===== src/hdl/hpdc_regs.vh =====
`ifndef HPDC_REGS_VH
`define HPDC_REGS_VH

// Register offsets on the 5-bit register select lines
`define HPDC_OFF_CNT_FIRST   5'h00
`define HPDC_OFF_CNT_LAST    5'h0c
`define HPDC_OFF_MASK2       5'h10
`define HPDC_OFF_EVT_FLAGS   5'h11
`define HPDC_OFF_LATCH_MASK  5'h12
`define HPDC_OFF_LOWER_INFO  5'h1f

// Second event count mask fields
`define HPDC_M2_FCS          0
`define HPDC_M2_ALIGN        1
`define HPDC_M2_PART         2
`define HPDC_M2_OOWC         3
`define HPDC_M2_ROR          6
`define HPDC_M2_FWF          7

// Lower event information fields
`define HPDC_LI_INHIBIT      0

// Reset values and the full counter value
`define HPDC_RST_MASK2       8'h00
`define HPDC_RST_LATCH_MASK  8'h00
`define HPDC_RST_LOWER_INFO  8'h00
`define HPDC_CNT_FULL        8'hff

// Timing, 25 MHz core clock
`define HPDC_CLK_MHZ         25
`define HPDC_SLAVE_MAX_NS    400
`define HPDC_SLAVE_MAX_CYC   ((`HPDC_SLAVE_MAX_NS * `HPDC_CLK_MHZ) / 1000)
`define HPDC_ACC_NS          160
`define HPDC_ACC_CYC         ((`HPDC_ACC_NS * `HPDC_CLK_MHZ) / 1000)
`define HPDC_DISP_NS         200
`define HPDC_DISP_CYC        ((`HPDC_DISP_NS * `HPDC_CLK_MHZ) / 1000)
`define HPDC_DISP_STB_CYC    2

`endif


===== src/hdl/hpdc_ctr_bank.v =====
`timescale 1ns/1ns
`include "hpdc_regs.vh"

module hpdc_ctr_bank (
   // Clock and reset
   input  wire          clk,
   input  wire          rst,
   input  wire          ce,
   // Event selection and control
   input  wire [3:0]    sel,
   input  wire          freeze,
   input  wire [12:0]   clr,
   // Per-port events
   input  wire [12:0]   evt_fcs,
   input  wire [12:0]   evt_align,
   input  wire [12:0]   evt_part,
   input  wire [12:0]   evt_oowc,
   // Counter values, port 0 in the low byte
   output wire [103:0]  cnt
);

   genvar i;
   generate
      for (i = 0; i < 13; i = i + 1) begin : g_ctr
         reg  [7:0] cnt_q;
         wire       inc;
         assign inc = |(sel & {evt_oowc[i], evt_part[i], evt_align[i], evt_fcs[i]});
         always @(posedge clk) begin
            if (rst) begin
               cnt_q <= 8'h00;
            end else if (ce) begin
               // An event in the clearing cycle is still counted
               if (clr[i]) begin
                  cnt_q <= inc ? 8'h01 : 8'h00;
               end else if (inc && !(freeze && cnt_q == `HPDC_CNT_FULL)) begin
                  cnt_q <= cnt_q + 8'h01;
               end
            end
         end
         assign cnt[i*8 +: 8] = cnt_q;
      end
   endgenerate

endmodule


===== src/hdl/hpdc_host_port.v =====
`timescale 1ns/1ns
`include "hpdc_regs.vh"

module hpdc_host_port (
   // Clock and reset
   input  wire          CORE_CLK,
   input  wire          RST,
   input  wire          CLK_EN,
   // Host register access
   input  wire          CS_N,
   input  wire          RD_N,
   input  wire          WR_N,
   input  wire [4:0]    REGISTER_SELECT_LINES,
   input  wire [7:0]    DATA_IN,
   output wire [7:0]    DATA_OUT,
   output wire          DATA_OE,
   output wire          RDY,
   // External data buffer
   output wire          BUF_EN_N,
   output wire          BUF_DIR_RD,
   // Display latches
   input  wire [15:0]   LED_STATUS,
   output wire          DISP_LATCH_SEL,
   output wire          DISP_STROBE,
   // Management events, one bit per port
   input  wire [12:0]   EVT_FCS,
   input  wire [12:0]   EVT_ALIGN,
   input  wire [12:0]   EVT_PART,
   input  wire [12:0]   EVT_OOWC,
   // Management status append
   input  wire          MGT_PKT_END,
   output wire [7:0]    MGT_STATUS,
   output wire          MGT_STATUS_VALID
);

   localparam [3:0] ST_IDLE = 4'h1;
   localparam [3:0] ST_DISP = 4'h2;
   localparam [3:0] ST_ACC  = 4'h4;
   localparam [3:0] ST_DONE = 4'h8;

   // Counts worked out as integers, then cut to the timer width
   localparam integer ACC_CYC_I  = `HPDC_ACC_CYC;
   localparam integer DISP_CYC_I = `HPDC_DISP_CYC;
   localparam integer STB_CYC_I  = `HPDC_DISP_STB_CYC;
   localparam [3:0]   ACC_CYC    = ACC_CYC_I[3:0];
   localparam [3:0]   DISP_CYC   = DISP_CYC_I[3:0];
   localparam [3:0]   STB_CYC    = STB_CYC_I[3:0];

   // Does the select address one of the counters
   function is_cnt;
      input [4:0] a;
      begin
         is_cnt = ((a - `HPDC_OFF_CNT_FIRST) <= (`HPDC_OFF_CNT_LAST - `HPDC_OFF_CNT_FIRST));
      end
   endfunction

   // One-hot counter select for an address
   function [12:0] cnt_hot;
      input [4:0] a;
      begin
         cnt_hot = is_cnt(a) ? (13'h0001 << a[3:0]) : 13'h0000;
      end
   endfunction

   reg  [3:0]   state_q;
   reg  [3:0]   state_d;
   reg  [3:0]   tmr_q;
   reg  [3:0]   tmr_d;
   reg          rd_q;
   reg          rd_d;
   reg  [4:0]   addr_q;
   reg  [4:0]   addr_d;
   reg  [7:0]   dout_q;
   reg  [7:0]   dout_d;
   reg          disp_sel_q;
   reg  [7:0]   mask2_q;
   reg  [7:0]   latch_mask_q;
   reg  [7:0]   lower_info_q;
   reg  [3:0]   flags_q;
   reg  [3:0]   pkt_flags_q;
   reg  [7:0]   mgt_status_q;
   reg          mgt_valid_q;
   reg  [7:0]   rdata;
   wire         req;
   wire         inhibit;
   wire         enter_done;
   wire         wr_done;
   wire         rd_done;
   wire [3:0]   evt_any;
   wire [12:0]  cnt_clr;
   wire [103:0] cnt_all;

   // A request needs the select and one strobe
   assign req     = !CS_N && (!RD_N || !WR_N);
   assign inhibit = lower_info_q[`HPDC_LI_INHIBIT];
   assign evt_any = {|EVT_OOWC, |EVT_PART, |EVT_ALIGN, |EVT_FCS};

   // Last access cycle; writes and read side effects land on its edge
   assign enter_done = (state_q == ST_ACC) && (tmr_q == 4'h1);
   assign wr_done    = enter_done && !rd_q;
   assign rd_done    = enter_done && rd_q;

   // Arbiter between display cycles and host accesses
   always @* begin
      state_d = state_q;
      tmr_d   = tmr_q;
      rd_d    = rd_q;
      addr_d  = addr_q;
      case (state_q)
         ST_IDLE: begin
            if (req) begin
               state_d = ST_ACC;
               tmr_d   = ACC_CYC;
               rd_d    = !RD_N;
               addr_d  = REGISTER_SELECT_LINES;
            end else if (!inhibit) begin
               state_d = ST_DISP;
               tmr_d   = DISP_CYC;
            end
         end
         ST_DISP: begin
            // A started display cycle always finishes so the latch sees good data
            if (tmr_q == 4'h1) begin
               state_d = ST_IDLE;
            end else begin
               tmr_d = tmr_q - 4'h1;
            end
         end
         ST_ACC: begin
            if (tmr_q == 4'h1) begin
               state_d = ST_DONE;
            end else begin
               tmr_d = tmr_q - 4'h1;
            end
         end
         ST_DONE: begin
            if (!req) begin
               state_d = ST_IDLE;
            end
         end
         default: begin
            state_d = ST_IDLE;
         end
      endcase
   end

   always @(posedge CORE_CLK) begin
      if (RST) begin
         state_q <= ST_IDLE;
         tmr_q   <= 4'h0;
         rd_q    <= 1'b0;
         addr_q  <= 5'h00;
      end else if (CLK_EN) begin
         state_q <= state_d;
         tmr_q   <= tmr_d;
         rd_q    <= rd_d;
         addr_q  <= addr_d;
      end
   end

   // Display latch alternates between two status bytes each cycle
   always @(posedge CORE_CLK) begin
      if (RST) begin
         disp_sel_q <= 1'b0;
      end else if (CLK_EN && state_q == ST_DISP && tmr_q == 4'h1) begin
         disp_sel_q <= ~disp_sel_q;
      end
   end

   // Register read data
   // Unmapped selects read as zero
   always @* begin
      rdata = 8'h00;
      if (is_cnt(addr_q)) begin
         rdata = cnt_all[addr_q[3:0]*8 +: 8];
      end else begin
         case (addr_q)
            `HPDC_OFF_MASK2:      rdata = mask2_q;
            `HPDC_OFF_EVT_FLAGS:  rdata = {4'h0, flags_q};
            `HPDC_OFF_LATCH_MASK: rdata = latch_mask_q;
            `HPDC_OFF_LOWER_INFO: rdata = lower_info_q;
            default:              rdata = 8'h00;
         endcase
      end
   end

   // Data pins carry read data during reads and display bytes during display cycles
   always @* begin
      dout_d = dout_q;
      if (state_d == ST_ACC && state_q == ST_IDLE) begin
         dout_d = 8'h00;
      end else if (state_q == ST_ACC && rd_q) begin
         dout_d = rdata;
      end else if (state_d == ST_DISP && state_q == ST_IDLE) begin
         dout_d = disp_sel_q ? LED_STATUS[15:8] : LED_STATUS[7:0];
      end
   end

   always @(posedge CORE_CLK) begin
      if (RST) begin
         dout_q <= 8'h00;
      end else if (CLK_EN) begin
         dout_q <= dout_d;
      end
   end

   // Writable registers
   always @(posedge CORE_CLK) begin
      if (RST) begin
         mask2_q      <= `HPDC_RST_MASK2;
         latch_mask_q <= `HPDC_RST_LATCH_MASK;
         lower_info_q <= `HPDC_RST_LOWER_INFO;
      end else if (CLK_EN && wr_done) begin
         case (addr_q)
            `HPDC_OFF_MASK2:      mask2_q      <= DATA_IN;
            `HPDC_OFF_LATCH_MASK: latch_mask_q <= DATA_IN;
            `HPDC_OFF_LOWER_INFO: lower_info_q <= DATA_IN;
            // Counters and flags ignore writes
            default:              mask2_q      <= mask2_q;
         endcase
      end
   end

   // Sticky event latches, cleared by reading them; a new event wins
   always @(posedge CORE_CLK) begin
      if (RST) begin
         flags_q <= 4'h0;
      end else if (CLK_EN) begin
         if (rd_done && addr_q == `HPDC_OFF_EVT_FLAGS) begin
            flags_q <= evt_any & latch_mask_q[3:0];
         end else begin
            flags_q <= flags_q | (evt_any & latch_mask_q[3:0]);
         end
      end
   end

   // Per-packet status, presented once after the packet ends
   always @(posedge CORE_CLK) begin
      if (RST) begin
         pkt_flags_q  <= 4'h0;
         mgt_status_q <= 8'h00;
         mgt_valid_q  <= 1'b0;
      end else if (CLK_EN) begin
         mgt_valid_q <= MGT_PKT_END;
         // Events of the closing cycle belong to this packet
         if (MGT_PKT_END) begin
            mgt_status_q <= {4'h0, pkt_flags_q | evt_any};
            pkt_flags_q  <= 4'h0;
         end else begin
            pkt_flags_q <= pkt_flags_q | evt_any;
         end
      end
   end

   // Reset-on-read clears a counter as its read completes
   assign cnt_clr = (rd_done && mask2_q[`HPDC_M2_ROR]) ? cnt_hot(addr_q) : 13'h0000;

   // No decrement path and no interrupt output reach these counters
   hpdc_ctr_bank u_ctr (
      .clk       (CORE_CLK),
      .rst       (RST),
      .ce        (CLK_EN),
      .sel       (mask2_q[3:0]),
      .freeze    (mask2_q[`HPDC_M2_FWF]),
      .clr       (cnt_clr),
      .evt_fcs   (EVT_FCS),
      .evt_align (EVT_ALIGN),
      .evt_part  (EVT_PART),
      .evt_oowc  (EVT_OOWC),
      .cnt       (cnt_all)
   );

   // Bus and buffer control
   // Display cycles keep the external buffer closed
   assign DATA_OUT         = dout_q;
   assign DATA_OE          = (state_q == ST_DISP) || ((state_q == ST_ACC || state_q == ST_DONE) && rd_q);
   assign BUF_EN_N         = !(state_q == ST_ACC || state_q == ST_DONE);
   assign BUF_DIR_RD       = rd_q;
   assign RDY              = (state_q == ST_DONE);
   assign DISP_LATCH_SEL   = disp_sel_q;
   assign DISP_STROBE      = (state_q == ST_DISP) && (tmr_q <= STB_CYC) && (tmr_q > 4'h1);
   assign MGT_STATUS       = mgt_status_q;
   assign MGT_STATUS_VALID = mgt_valid_q;

endmodule


===== config.mk =====
export PLATFORM = sky130hd
export DESIGN_NAME = hpdc_host_port
export DESIGN_NICKNAME = d
export VERILOG_FILES = /design/src/hdl/hpdc_ctr_bank.v /design/src/hdl/hpdc_host_port.v
export VERILOG_INCLUDE_DIRS = /design/src /design/src/hdl
export SDC_FILE = /design/constraint.sdc
export NUM_CORES = 1
export LEC_CHECK = 0
export CAP_MARGIN = 20
export CORE_UTILIZATION = 40
export CTS_CLUSTER_SIZE = 25
export DETAILED_ROUTE_END_ITERATION = 6
export DONT_BUFFER_PORTS = 1
export SYNTH_ARGS = -nofsm -noshare
export SYNTH_HDL_FRONTEND = slang
export SYNTH_SLANG_ARGS = --single-unit

===== constraint.sdc =====
create_clock -name CORE_CLK -period 2.91 [get_ports CORE_CLK]
set_clock_uncertainty 0.2 [all_clocks]
set_input_delay 0.582 -clock CORE_CLK [delete_from_list [all_inputs] [get_ports CORE_CLK]]
set_output_delay 0.582 -clock CORE_CLK [all_outputs]
set_load 0.005 [all_outputs]

Word-level counts from Yosys, hierarchy flattened
Cells that the tools add are included.

$add $sub $neg: 14. Order comparisons: 3. Eq/ne operators: 26. Shifts and indexed selects: 2. Muxes and demuxes: 59. Bitwise gates (word level): 17. Reductions and logical operators: 115.

Operators by type and width (number): $mux 8 (31); $add 8x1->8 const B (13); $eq 8x8->1 const B (13); $shiftx 104x8->8 (1); $and 4x4->4 (14); $reduce_or 13->1 (4); $reduce_or 4->1 (13); $logic_and 1x1->1 (41); $mux 4 (10); $reduce_and 2->1 (18); $pmux 8 s4 (1); $reduce_bool 2->1 (14); $mux 13 (2); $eq 5x5->1 const B (4); $logic_not 1->1 (18); $pmux 4 s4 (1); $mux 1 (13); $shl 1x4->13 const A (1); $eq 4x1->1 const B (2); $eq 4x2->1 const B (2); $eq 4x3->1 const B (2); $or 4x4->4 (2); $pmux 4 s2 (1); $le 5x4->1 const B (1); 12 further kinds (14).

Register bits: 164. Input port bits: 88. Output and inout port bits: 23. Logic and storage cells: 262.

Longest topological paths before layout
Gate-level depths: netlist of the first run.

Depth in word-level cells: 10. Mapped depth: 9.

Modules after synthesis
From an unflattened synthesis of the first run, not the netlist that was laid out.

Cells, all modules: 1322. Area, all modules: 10462.5 um2.

Modules (own cells, without submodules): hpdc_ctr_bank (instances 1, cells an instance 799, area each 6298.5 um2, seq. area each 2082.0 um2); hpdc_host_port (instances 1, cells an instance 523, area each 4164.0 um2, seq. area each 1201.2 um2).

Least setup slack after synthesis of the first run
OpenSTA, ideal clock, no wires.

Kind: flip-flop to flip-flop. Start: register tmr_q[1]. End: register u_ctr.g_ctr[9].cnt_q[5]. Arrival: 2467 ps. Data required time: 2640 ps. Slack: 173 ps. Stages on the path, launching flop included: 9. Path buffers: 1. Clock period less this slack: 2737 ps. Cells stage by stage: dfxtp_1 > inv_1 > ha_1 > or4bb_1 > clkbuf_1 > or4_4 > o21a_4 > or4_1 > a21boi_1.

Longest elaborated chain between the ends: 7.

Ends and longest elaborated chain: from (decl) (line hpdc_host_port.v:67) `reg [3:0] tmr_q;`; from (signal assigned) (line hpdc_host_port.v:155) `tmr_q <= tmr_d;`; $eq 4x1->1 (*) (line hpdc_host_port.v:99) `assign enter_done = (state_q == ST_ACC) && (tmr_q == 4'h1);`; $logic_and 1x1->1 (*) (line hpdc_host_port.v:99); $logic_and 1x1->1 (*) (line hpdc_host_port.v:101) `assign rd_done = enter_done && rd_q;`; $logic_and 1x1->1 (*) (line hpdc_host_port.v:256) `` assign cnt_clr = (rd_done && mask2_q[`HPDC_M2_ROR]) ? cnt_hot(addr_q) : 13'h0000; ``; $mux 13 (*) (line hpdc_host_port.v:256); $reduce_bool 2->1 (no source line); $reduce_and 2->1 (no source line); to (signal assigned) (line hpdc_ctr_bank.v:34) `cnt_q <= inc ? 8'h01 : 8'h00;`; to (signal assigned) (line hpdc_ctr_bank.v:36) `cnt_q <= cnt_q + 8'h01;`; to (decl) (line hpdc_ctr_bank.v:25) `reg [7:0] cnt_q;`.

Mark *: on every way between the ends. The rest lies on a longest branch, timed or not. A chain may end at the register's enable or synchronous reset.

Worst setup path after layout of the first run
Same ends and word-level chain as after synthesis.

==> parameters.txt, run 1 <==
Parameter                              Value

Logic synthesis
  Post-synthesis compound-gate area fraction ... between 20 and 25%
  Fraction of registers with async set/reset ... 0%
  Synthesized-area fraction occupied by adder cells ... roughly 2.0%
  Count of mapped cells out of synthesis ... approximately 1200
  Ranking of synthesized cells by area ... dfxtp_1 (33%), mux4_2 (5.2%), mux2i_1 (5.2%), nand2_1 (4.7%), a21oi_1 (4.0%)
  Number of synthesized flops with an enable pin ... 0
  Largest area contributor in the synthesized netlist ... dfxtp_1
  Yosys Warn Count ... 0
  Fraction of the mapped netlist area in simple logic gates ... about a quarter
  Avg Synthesized Cell Area ... about 8.4 um2
  Number of register bits inferred by synthesis ... around 160
  Combinational family with the most area after synthesis ... simple AND/OR/NAND/NOR gates
  Commonest register cell after synthesis ... dfxtp_1
  Share of synthesized area occupied by flip-flops and latches ... between 30% and 40%
  Xor and xnor fraction of the mapped netlist area ... about 1.5%
  Count of unique library cells instantiated by Yosys ... slightly below 80
  Portion of synthesized cell area occupied by the leading cell type ... roughly a third
  Share of synthesized area spent on multiplexers ... 11.4%
  Synthesized area ... around 9900 um2

CTS
  Maximum count of clock buffers along a single path ... 2
  H-Tree Depth ... 4
  Clock tree from TritonCTS ... yes
  Reg clk slew, reported paths ... approximately 70 ps
  Clock sink total ... roughly 160
  Clock latency of the later-clocked register in the worst-skew pair ... 440 ps
  Clock root buffer master ... clkbuf_16
  Total CTS buffers ... 17

Setup path
  Minimum setup slack among reg-to-reg paths ... 90 ps
  Number of buffer and inverter stages on the critical path ... 2
  Startpoint type of the worst setup path ... flop
  Library cell contributing the largest single delay on the critical path ... or4_4
  Critical Path AT ... 2990 ps
  Highest cell delay on the worst timing path ... between 500 and 600 ps
  Type of the worst setup path ... reg2reg
  Cells traversed along the worst timing path ... inv_2 -> ha_2 -> or4bb_1 -> buf_6 -> or4_4 -> o21a_4 -> or4_1 -> a21boi_1
  Dominant delay contributor by cell family on the critical path ... simple AND/OR/NAND/NOR gates
  CP Max Fanout ... 8
  Critical path required time ... approximately 3000 ps
  Endpoint class of the critical path ... flop

Routing
  WL met1 ... around 14000 um
  Number of DRC markers in iteration 0 ... between 800 and 900
  Number of optimization iterations in the first detailed-route pass ... 5
  Detailed Route WL ... approximately 32000 um
  Max Used Layer ... met4
  Residual antenna-violating net count after detailed routing ... 0
  Vias/cell ... about 6.3
  DRC errors left ... 0
  Average detailed-routed wire length per instance ... 20.9 um
  Routed wl met3 ... 2530 um
  Amount of wire on met2 after detailed routing ... 14500 um
  Routed vias ... roughly 9600

Cells and area
  Post-layout net count ... between 1000 and 1500
  Number of inserted diodes ... 0
  Share of cells above drive strength 1 ... between 10 and 15%
  Post-route non-filler standard cell count ... between 1500 and 2000
  Post-route design area ... around 11000 um2
  Area Growth Syn to Fin ... 12.6%

Floorplan
  Die Area ... 25300 um2
  # rows ... 57
  Num ports ... between 100 and 150
  Horizontal die dimension ... 159 um
  Core box area ... 24200 um2
  Effective utilization at floorplan ... slightly above 40%
  Die Ht ... between 150 and 200 um

Timing
  Part of the cycle the worst path needs ... 96.9%
  Minimum period implied by the final worst setup slack ... about 2800 ps
  Maximum achievable frequency ... between 0.3 and 0.4 GHz
  Count of final hold-check violations ... 0
  Relative slew margins ... between 30 and 40%
  Setup Viol. Count Final ... 0
  Sum Neg Setup Slack ... 0 ps
  Number of pins with negative max-slew slack in the final report ... 0
  Post-route setup slack ... slightly above 90 ps
  Slew of the pin with the lowest slew margin ... 918 ps

GRT
  Total congestion overflow ... 0
  Maximum number of pins on one net before global-route repair ... 86
  Overall routing resource usage ... ~25%
  Global-route wire length before repair ... approximately 50000 um
  Number of antenna violations at the first check in global routing ... 1
  Number of global-route vias before repair ... 8944

Power
  Power density over cell area ... about 430 nW/um2
  P_leak ... roughly 3.7 nW
  Worst IR Drop VDD ... roughly 0.23 mV

Placement
  Final weighted congestion in routability-driven placement ... slightly above 0.9
  Post-place instance area ... approximately 11000 um2
  Pre-CTS setup slack ... -7.23 ps
  Quantity of I/O buffers inserted on ports ... 0
  HPWL after detailed placement ... ~24000 um
  Cell Count Post-Placement ... roughly 1500

Worst hold path
  Path type of the worst min-delay path ... in2reg

Flow run
  Max_cap viols ... 0

Run status
  Status ... finished, final reports clean
==> cells by family (layout without fill, tap and decap cells) <==
kind of cell	count (synthesis)	count (layout)
compound gates	317	317
xor+xnor	17	17
fa+ha+maj	16	16
buf+inv	94	119
flops	164	164
mux	83	83
other cells	1	4
simple gates	488	488
==> flip-flops by register name (all words and copies together), names as in the netlist, 4 cells and up <==
signal / count
state_q: 4
tmr_q: 4
MGT_STATUS: 4
flags_q: 4
lower_info_q: 8
DATA_OUT: 8
u_ctr.g_ctr.cnt_q: 104
pkt_flags_q: 4
mask2_q: 8
latch_mask_q: 8
addr_q: 5
==> cell usage after synthesis (12+ instances only) <==
library cell / n
a2111o_1: 13
a211oi_1: 13
a21oi_1: 78
a22oi_1: 23
a31oi_1: 15
and2_1: 14
and3_1: 13
clkbuf_1: 54
dfxtp_1: 164
ha_1: 16
inv_1: 19
mux2i_1: 51
mux4_2: 23
nand2_1: 124
nand2b_1: 25
nand3_1: 75
nand4_1: 24
nor2_1: 77
nor3_1: 27
nor4_1: 21
o2111ai_1: 12
o21ai_0: 55
or3_1: 27
xnor2_1: 15
==> worst register-to-register path, stage by stage, from the launching register on <==
cell,delay [ps]
dfxtp_2,340
inv_2,70
ha_2,180
or4bb_1,490
buf_6,160
or4_4,530
o21a_4,160
or4_1,470
a21boi_1,140
==> layout make-up <==
cell class | instances | area, um2
Fill cell | 2436 | 13100
Multi-Input combinational cell | 925 | 6250
Sequential cell | 164 | 3290
Timing Repair Buffer | 68 | 542
Clock buffer | 19 | 443
Tap cell | 324 | 405
Clock inverter | 13 | 126
Inverter | 19 | 71.3
==> cell usage in the layout, fill, tap and decap left out, types with 13 or more instances in the layout <==
cell type    n
a2111o_1    13
a211oi_1    13
a21oi_1     77
a22oi_1     23
a31oi_1     15
and2_1      14
and3_1      13
buf_4       64
clkbuf_16   17
dfxtp_1    161
ha_1        15
inv_1       18
mux2i_1     51
mux4_2      23
nand2_1    124
nand2b_1    25
nand3_1     75
nand4_1     24
nor2_1      77
nor3_1      27
nor4_1      19
o21ai_0     55
or3_1       27
xnor2_1     15
==> metrics by stage <==
step | util, % | total power, mW | hold slack, ps
2_1_floorplan | - | 2.57 | 231
3_3_place_gp | 43.3 | 2.64 | 237
3_5_place_dp | 43.3 | 2.64 | 243
4_1_cts | 45.7 | 4.86 | 0.178
5_1_grt | 45.9 | 4.99 | 14.2
6_report | 45.9 | 4.84 | 15.1
==> repair_timing <==
action,4_1_cts,5_1_grt
setup buffers,0,0
setup endpoints to repair,3,23
gates cloned,0,0
hold endpoints to repair,0,1
pin swaps,0,1
hold buffers,0,1
gates resized for setup,1,7
==> worst paths after layout <==
kind / start / end / cells after the start
worst max-delay path: tmr_q[1]$_SDFFE_PP0P_ / u_ctr.g_ctr[9].cnt_q[5]$_SDFFE_PP0P_ / 8
worst min-delay path: RST / u_ctr.g_ctr[2].cnt_q[0]$_SDFFE_PP0P_ / 1
worst max register to register: tmr_q[1]$_SDFFE_PP0P_ / u_ctr.g_ctr[9].cnt_q[5]$_SDFFE_PP0P_ / 8
worst min register to register: mask2_q[4]$_SDFFE_PP0P_ / mask2_q[4]$_SDFFE_PP0P_ / 2
==> power by group <==
part           internal, mW  total, mW  switching, mW  leakage (nW)
registers              2.27       2.30         0.0338          1.33
clock network          1.21       2.23           1.02         0.278
logic                 0.120      0.299          0.179          2.12
total                  3.60       4.84           1.23          3.73
==> layer usage <==
metal  track usage [%]  up-vias
met4              9.09        0
met1              33.9     4625
met3              6.17       47
met5                 0        -
met2              39.9      394
li1                  -     4526
Note: power is estimated with default switching activity, not from simulation.
==> run 2, diff against run 1 <==
--- a/config.mk
+++ b/config.mk
@@ -7,6 +7,7 @@
 export NUM_CORES = 1
 export LEC_CHECK = 0
 export CAP_MARGIN = 20
+export CORE_MARGIN = 4
 export CORE_UTILIZATION = 40
 export CTS_CLUSTER_SIZE = 25
 export DETAILED_ROUTE_END_ITERATION = 6
==> run 2 against run 1 <==
Worst hold slack better by 2.2 ps. Clock-buffer cell count up 1. Critical path depth down 1. Total power up 0.72%. Sequential power about the same. Non-clock buffer count up 3. Cell area up 0.18%. Register-to-register slack better by 30 ps. Combinational power up 2%. Die area up 7.7%. Core utilization down 0.052 points. Final cell count up 0.20%. Largest cell class unchanged.
==> parameters.txt, run 2 (same netlist as run 1, synthesis figures left out) <==
Parameter                              Value

Power
  P_leak ... roughly 3.7 nW
  Power density over cell area ... between 400 and 500 nW/um2
  Worst IR Drop VDD ... 0.280 mV
  Design Power ... 4.87 mW

Run status
  Status ... finished, final reports clean

Placement
  Final weighted congestion in routability-driven placement ... roughly 0.93
  Quantity of I/O buffers inserted on ports ... 0
  HPWL after detailed placement ... roughly 24000 um

Setup path
  Highest cell delay on the worst timing path ... between 600 and 700 ps
  Endpoint class of the critical path ... flop
  Critical Path AT ... between 2000 and 3000 ps
  Startpoint type of the worst setup path ... flop
  Critical path required time ... 3080 ps
  Library cell contributing the largest single delay on the critical path ... or4bb_4
  Type of the worst setup path ... reg2reg
  CP Max Fanout ... 8
  Cells traversed along the worst timing path ... inv_1 -> ha_1 -> or4bb_4 -> or4_4 -> o21a_4 -> or4_1 -> a21boi_1

Timing
  Count of final hold-check violations ... 0
  Maximum achievable frequency ... 0.359 GHz
  Unrepaired setup endpoints after global routing ... yes
  Slew of the pin with the lowest slew margin ... 945 ps
  Relative slew margins ... about 37%
  Setup Viol. Count Final ... 0
  Minimum period implied by the final worst setup slack ... 2790 ps
  Part of the cycle the worst path needs ... between 90% and 100%
  Number of pins with negative max-slew slack in the final report ... 0

CTS
  Clock latency of the later-clocked register in the worst-skew pair ... 440 ps
  Clock sink total ... 164
  Maximum count of clock buffers along a single path ... 2
  H-Tree Depth ... 4
  Post-CTS Hold Fix Bufs ... 0
  Clock root buffer master ... clkbuf_16
  Total CTS buffers ... 17
  Reg clk slew, reported paths ... roughly 70 ps
  Clock tree from TritonCTS ... yes

GRT
  Global routing met2 resource utilization ... around 36%
  Total congestion overflow ... 0
  Global-route wire length before repair ... between 40000 and 50000 um
  Met3 GRT Util ... under 10%
  Maximum number of pins on one net before global-route repair ... 86
  Most used routing layer in global routing ... met2
  Overall routing resource usage ... a little under a quarter
  Number of global-route vias before repair ... around 8800
  Met1 Track Usage GR ... 32.8%
  Number of antenna violations at the first check in global routing ... 0

Routing
  Vias/cell ... ~6.3
  Routed vias ... a little under 10000
  Number of DRC markers in iteration 0 ... 890
  Residual antenna-violating net count after detailed routing ... 0
  Average detailed-routed wire length per instance ... between 20 and 25 um
  Number of optimization iterations in the first detailed-route pass ... 6
  Detailed Route WL ... between 30000 and 40000 um
  DRC errors left ... 0

Cells and area
  Most common cell after layout, fill and taps aside ... dfxtp_1
  Final core area utilization ... 45.8%
  Number of flip-flops under the largest register name ... between 100 and 150
  Area Growth Syn to Fin ... 12.8%
  Share of cells above drive strength 1 ... 13.1%
  Number of inserted diodes ... 0
  Most frequent cells in the layout ... dfxtp_1 (162), nand2_1 (124), a21oi_1 (78)
  Register with the highest flop count ... u_ctr.g_ctr.cnt_q
  Post-layout net count ... ~1300

Floorplan
  Core box area ... between 20000 and 25000 um2
  Num ports ... 111
  Effective utilization at floorplan ... between 40 and 50%
  Die Area ... 27300 um2
  Die Ht ... roughly 170 um
  # rows ... 57
  Horizontal die dimension ... 165 um

Flow run
  Max_cap viols ... 0

Worst hold path
  Path type of the worst min-delay path ... in2reg
-- run 2: metal layers --
metal | part of all wire (%) | vias up | wire length, um
met5 | 0 | - | 0
met4 | 2.7 | 0 | 882
met1 | 44 | 4624 | 14300
li1 | - | 4547 | -
met2 | 44 | 398 | 14300
met3 | 8.6 | 58 | 2780
-- run 2: report_power, final --
group / internal (mW) / leakage [nW] / switching (mW)
Clock: 1.24 / 0.283 / 1.02
Combinational: 0.120 / 2.13 / 0.184
Sequential: 2.27 / 1.33 / 0.0316
Total: 3.63 / 3.74 / 1.24
-- run 2: area by class of cell --
cell class                 instances  area, um2
tap                              324        405
clock buffer                      20        457
timing repair buffer              71        558
clock inverter                    12        124
fill                            2363      13200
multi-input combinational        925       6240
inverter                          19       71.3
sequential                       164       3290
-- run 2: timing repair --
item | in CTS | in global routing
setup endpoints to repair | 0 | 30
gates resized for setup | 0 | 5
buffers inserted | 0 | 3
-- run 2: worst max-delay path: cells and delay by family, from the launching register on --
family | cells | cell delay, ps
simple gates | 3 | 1640
buf+inv | 1 | 80
fa+ha+maj | 1 | 160
compound gates | 2 | 300
flops | 1 | 330
-- run 2: path summary, 6_finish.rpt --
check	from	to	slack [ps]	cells past startpoint
max reg2reg	tmr_q[1]$_SDFFE_PP0P_	u_ctr.g_ctr[9].cnt_q[5]$_SDFFE_PP0P_	120	7
min reg2reg	mask2_q[5]$_SDFFE_PP0P_	mask2_q[5]$_SDFFE_PP0P_	250	2
max	tmr_q[1]$_SDFFE_PP0P_	u_ctr.g_ctr[9].cnt_q[5]$_SDFFE_PP0P_	120	7
min	RST	u_ctr.g_ctr[2].cnt_q[1]$_SDFFE_PP0P_	20	1
-- run 2: per-stage QoR --
step	area, um2	setup WS [ps]	hold slack [ps]	cells	setup TNS, ps
6_report	11100	121	17.3	1535	0
5_1_grt	11100	-7.09	4.93	1535	-7.90
4_1_cts	11100	30.8	11.6	1532	0
3_5_place_dp	10500	51.8	241	1500	0
3_3_place_gp	10500	46.9	239	1500	0
2_1_floorplan	9890	173	231	1183	0
==> run 3, diff against run 2 <==
--- a/config.mk
+++ b/config.mk
@@ -14,4 +14,5 @@
 export DONT_BUFFER_PORTS = 1
 export SYNTH_ARGS = -nofsm -noshare
 export SYNTH_HDL_FRONTEND = slang
+export SYNTH_HIERARCHICAL = 1
 export SYNTH_SLANG_ARGS = --single-unit
==> run 3 against run 2 <==
Clock-buffer cell count down 3. Die area rose by 5.7%. Synthesized area rose by 6.0%. Total power increased by 1.9%. Critical endpoint is now u_ctr/g_ctr[3].cnt_q[1]$_SDFFE_PP0P_. Largest power group is now the clock network. Highest routed layer unchanged.
==> parameters.txt, run 3 <==
Parameter                              Value

Setup path
  Minimum setup slack among reg-to-reg paths ... ~150 ps
  Critical path required time ... approximately 3000 ps
  Stages on worst setup path ... 12
  Endpoint class of the critical path ... flop
  Library cell contributing the largest single delay on the critical path ... or3b_4
  Type of the worst setup path ... reg2reg
  Critical Path AT ... around 2900 ps
  Startpoint type of the worst setup path ... flop
  Number of cells on the worst reg-to-reg path ... 12
  CP Max Fanout ... 10
  End of the worst register-to-register path ... u_ctr/g_ctr[3].cnt_q[1]$_SDFFE_PP0P_
  Cells traversed along the worst timing path ... inv_1 -> ha_1 -> or3b_4 -> nor3_1 -> buf_4 -> nand2_1 -> nor2_2 -> buf_4 -> nand2b_2 -> inv_1 -> a32oi_1 -> nor2_1
  Worst R2R Start ... tmr_q[1]$_SDFFE_PP0P_
  Number of buffer and inverter stages on the critical path ... 4
  Highest cell delay on the worst timing path ... between 400 and 500 ps
  Dominant delay contributor by cell family on the critical path ... simple AND/OR/NAND/NOR gates

Power
  Clk pwr share ... 47.6%
  Net switching power ... roughly 1.4 mW
  Share of total power in combinational logic ... ~6.0%
  P_leak ... between 3 and 4 nW
  Share of total power consumed by net switching ... between 20% and 30%
  Design Power ... around 5 mW
  Cell internal power dissipation ... roughly 3.6 mW
  Sequential Power Share ... between 40 and 50%
  Worst IR Drop VDD ... between 0.2 and 0.3 mV
  Power density over cell area ... 434 nW/um2

GRT
  Global-route wire length before repair ... ~53000 um
  Overall routing resource usage ... around 23%
  Total congestion overflow ... 0
  Number of antenna violations at the first check in global routing ... 0
  Maximum number of pins on one net before global-route repair ... between 150 and 200
  Number of global-route vias before repair ... between 9000 and 10000

Logic synthesis
  Count of unique library cells instantiated by Yosys ... 85
  Share of synthesized area occupied by flip-flops and latches ... a little under a third
  Count leader, synth ... dfxtp_1
  Cell types with the highest counts after synthesis ... dfxtp_1 (164), a21oi_1 (141), nor2_1 (141)
  Commonest register cell after synthesis ... dfxtp_1
  Portion of synthesized cell area occupied by the leading cell type ... 31.4%
  Yosys Warn Count ... 6
  Synthesized area ... 10500 um2
  Ranking of synthesized cells by area ... dfxtp_1 (31%), a21oi_1 (6.7%), nor2_1 (5.1%), o21ai_0 (4.2%), nand2_1 (3.6%)
  Largest area contributor in the synthesized netlist ... dfxtp_1
  Fraction of registers with async set/reset ... 0%
  Number of synthesized flops with an enable pin ... 0
  Avg Synthesized Cell Area ... ~7.9 um2
  Number of register bits inferred by synthesis ... between 150 and 200
  Count of mapped cells out of synthesis ... approximately 1300

Cells and area
  Share of cells above drive strength 1 ... a little over a tenth
  Number of flip-flops under the largest register name ... approximately 100
  Number of inserted diodes ... 0
  Final-layout fill cell count ... 2544
  Most frequent cells in the layout ... dfxtp_1 (163), a21oi_1 (141), nor2_1 (138)
  Most common cell after layout, fill and taps aside ... dfxtp_1
  Post-layout net count ... about 1400
  Register with the highest flop count ... u_ctr/g_ctr.cnt_q
  Area Growth Syn to Fin ... 9.29%

Floorplan
  Die Area ... 28800 um2
  Effective utilization at floorplan ... 41.1%
  Num ports ... roughly 110
  Horizontal die dimension ... 170 um
  # rows ... a little under 60
  Die Ht ... roughly 170 um
  Core box area ... ~25000 um2

Routing
  Detailed Route WL ... approximately 34000 um
  Average detailed-routed wire length per instance ... around 20 um
  Routed wl met3 ... 2090 um
  Number of DRC markers in iteration 0 ... 1064
  DRC errors left ... 0
  Vias/cell ... about 6.4
  Number of optimization iterations in the first detailed-route pass ... 6
  WL met1 ... 15300 um
  Residual antenna-violating net count after detailed routing ... 0
  Routed vias ... 10400
  Amount of wire on met2 after detailed routing ... ~15000 um
  Max Used Layer ... met4

Timing
  Setup Viol. Count Final ... 0
  Part of the cycle the worst path needs ... a little over nine tenths
  Slew of the pin with the lowest slew margin ... roughly 760 ps
  Maximum achievable frequency ... between 0.3 and 0.4 GHz
  Number of pins with negative max-slew slack in the final report ... 0
  Count of final hold-check violations ... 0
  Sum Neg Setup Slack ... 0 ps
  Post-route setup slack ... ~150 ps
  Unrepaired setup endpoints after global routing ... no
  Minimum period implied by the final worst setup slack ... between 2000 and 3000 ps
  Relative slew margins ... 49.3%
  Fin Hold WS ... roughly 60 ps

CTS
  Clock tree from TritonCTS ... yes
  Clock root buffer master ... clkbuf_16
  Maximum count of clock buffers along a single path ... 2
  Clock sink total ... roughly 160
  Clock latency of the later-clocked register in the worst-skew pair ... 450 ps
  Total CTS buffers ... 17
  Number of post-CTS setup repair buffers ... 0
  Reg clk slew, reported paths ... 80 ps
  H-Tree Depth ... 4

Placement
  Final weighted congestion in routability-driven placement ... approximately 0.94
  Pre-CTS setup slack ... roughly 54 ps
  HPWL after detailed placement ... 24400 um
  Quantity of I/O buffers inserted on ports ... 0

Worst hold path
  Hold path startpoint ... RST
  Worst hold path endpoint ... BUF_DIR_RD$_SDFFE_PP0P_
  Number of cells on the worst hold path ... 1
  Path type of the worst min-delay path ... in2reg

Run status
  Status ... finished, final reports clean

Flow run
  Max_cap viols ... 0
-- run 3: cell count changes after synthesis, sizes merged, moves of 15 or more --
cell	delta
a21oi	+65
nor2	+64
o21ai	+38
a31oi	+30
nand4	+29
nand2	-20
a22oi	+19
mux2i	-16
a41oi	+15
buf	+15
-- run 3: cells by family (layout without fill, tap and decap cells) --
family,Yosys count,count (layout),share of synthesized area (%)
adders and majority gates,16,16,1.91
DFF,164,164,31.4
muxes,52,52,6.79
AOI/OAI and AO/OA,425,425,26.8
other,1,4,0.0358
and+or+nand+nor,550,550,27.6
xor gates and xnor gates,5,5,0.419
buffers and inverters,109,96,5.15
-- run 3: per-layer routing --
| layer | vias to the layer above | global-route usage [%] |
|---|---|---|
| li1 | 5000 | - |
| met1 | 5042 | 31.4 |
| met2 | 344 | 35.4 |
| met3 | 50 | 4.26 |
| met4 | 0 | 8.16 |
| met5 | - | 0 |
-- run 3: power groups by stage --
stage	clock [mW]	combinational, mW	sequential, mW
3_3_place_gp	0	0.285	2.35
2_1_floorplan	0	0.276	2.34
5_1_grt	2.50	0.329	2.31
4_1_cts	2.41	0.290	2.30
3_5_place_dp	0	0.287	2.36
6_report	2.37	0.296	2.30
-- run 3: per-stage QoR --
stage	area, um2	instances	utilization, %
2_1_floorplan	10500	1325	-
3_3_place_gp	10800	1608	42.3
3_5_place_dp	10800	1608	42.3
4_1_cts	11400	1641	44.8
5_1_grt	11400	1642	44.9
6_report	11400	1642	44.9
-- run 3: timing repair --
item / in CTS / in global routing
endpoints found under the hold margin: 4 / 1
resized for setup: 0 / 6
hold buffers: 1 / 1
endpoints found under the setup margin: 0 / 32
-- run 3: how the worst max path moves through the flow --
stage | from | end | slack [ps]
floorplan | tmr_q[1]$_SDFFE_PP0P_ | u_ctr/g_ctr[5].cnt_q[5]$_SDFFE_PP0P_ | 210
global placement | tmr_q[1]$_SDFFE_PP0P_ | u_ctr/g_ctr[3].cnt_q[1]$_SDFFE_PP0P_ | 120
detailed placement | tmr_q[1]$_SDFFE_PP0P_ | u_ctr/g_ctr[3].cnt_q[1]$_SDFFE_PP0P_ | 50
CTS | tmr_q[1]$_SDFFE_PP0P_ | u_ctr/g_ctr[3].cnt_q[1]$_SDFFE_PP0P_ | 20
global route | tmr_q[1]$_SDFFE_PP0P_ | u_ctr/g_ctr[9].cnt_q[6]$_SDFFE_PP0P_ | 50
finish | tmr_q[1]$_SDFFE_PP0P_ | u_ctr/g_ctr[3].cnt_q[1]$_SDFFE_PP0P_ | 150
-- run 3: area by class of cell --
| cell class | instances | area [um2] | share of cell area [%] |
|---|---|---|---|
| multi-input combinational | 1052 | 6670 | 58.3 |
| clock buffer | 17 | 425 | 3.72 |
| clock inverter | 15 | 199 | 1.74 |
| tap | 330 | 413 | 3.61 |
| sequential | 164 | 3280 | 28.7 |
| timing repair buffer | 47 | 383 | 3.35 |
| inverter | 17 | 63.8 | 0.558 |
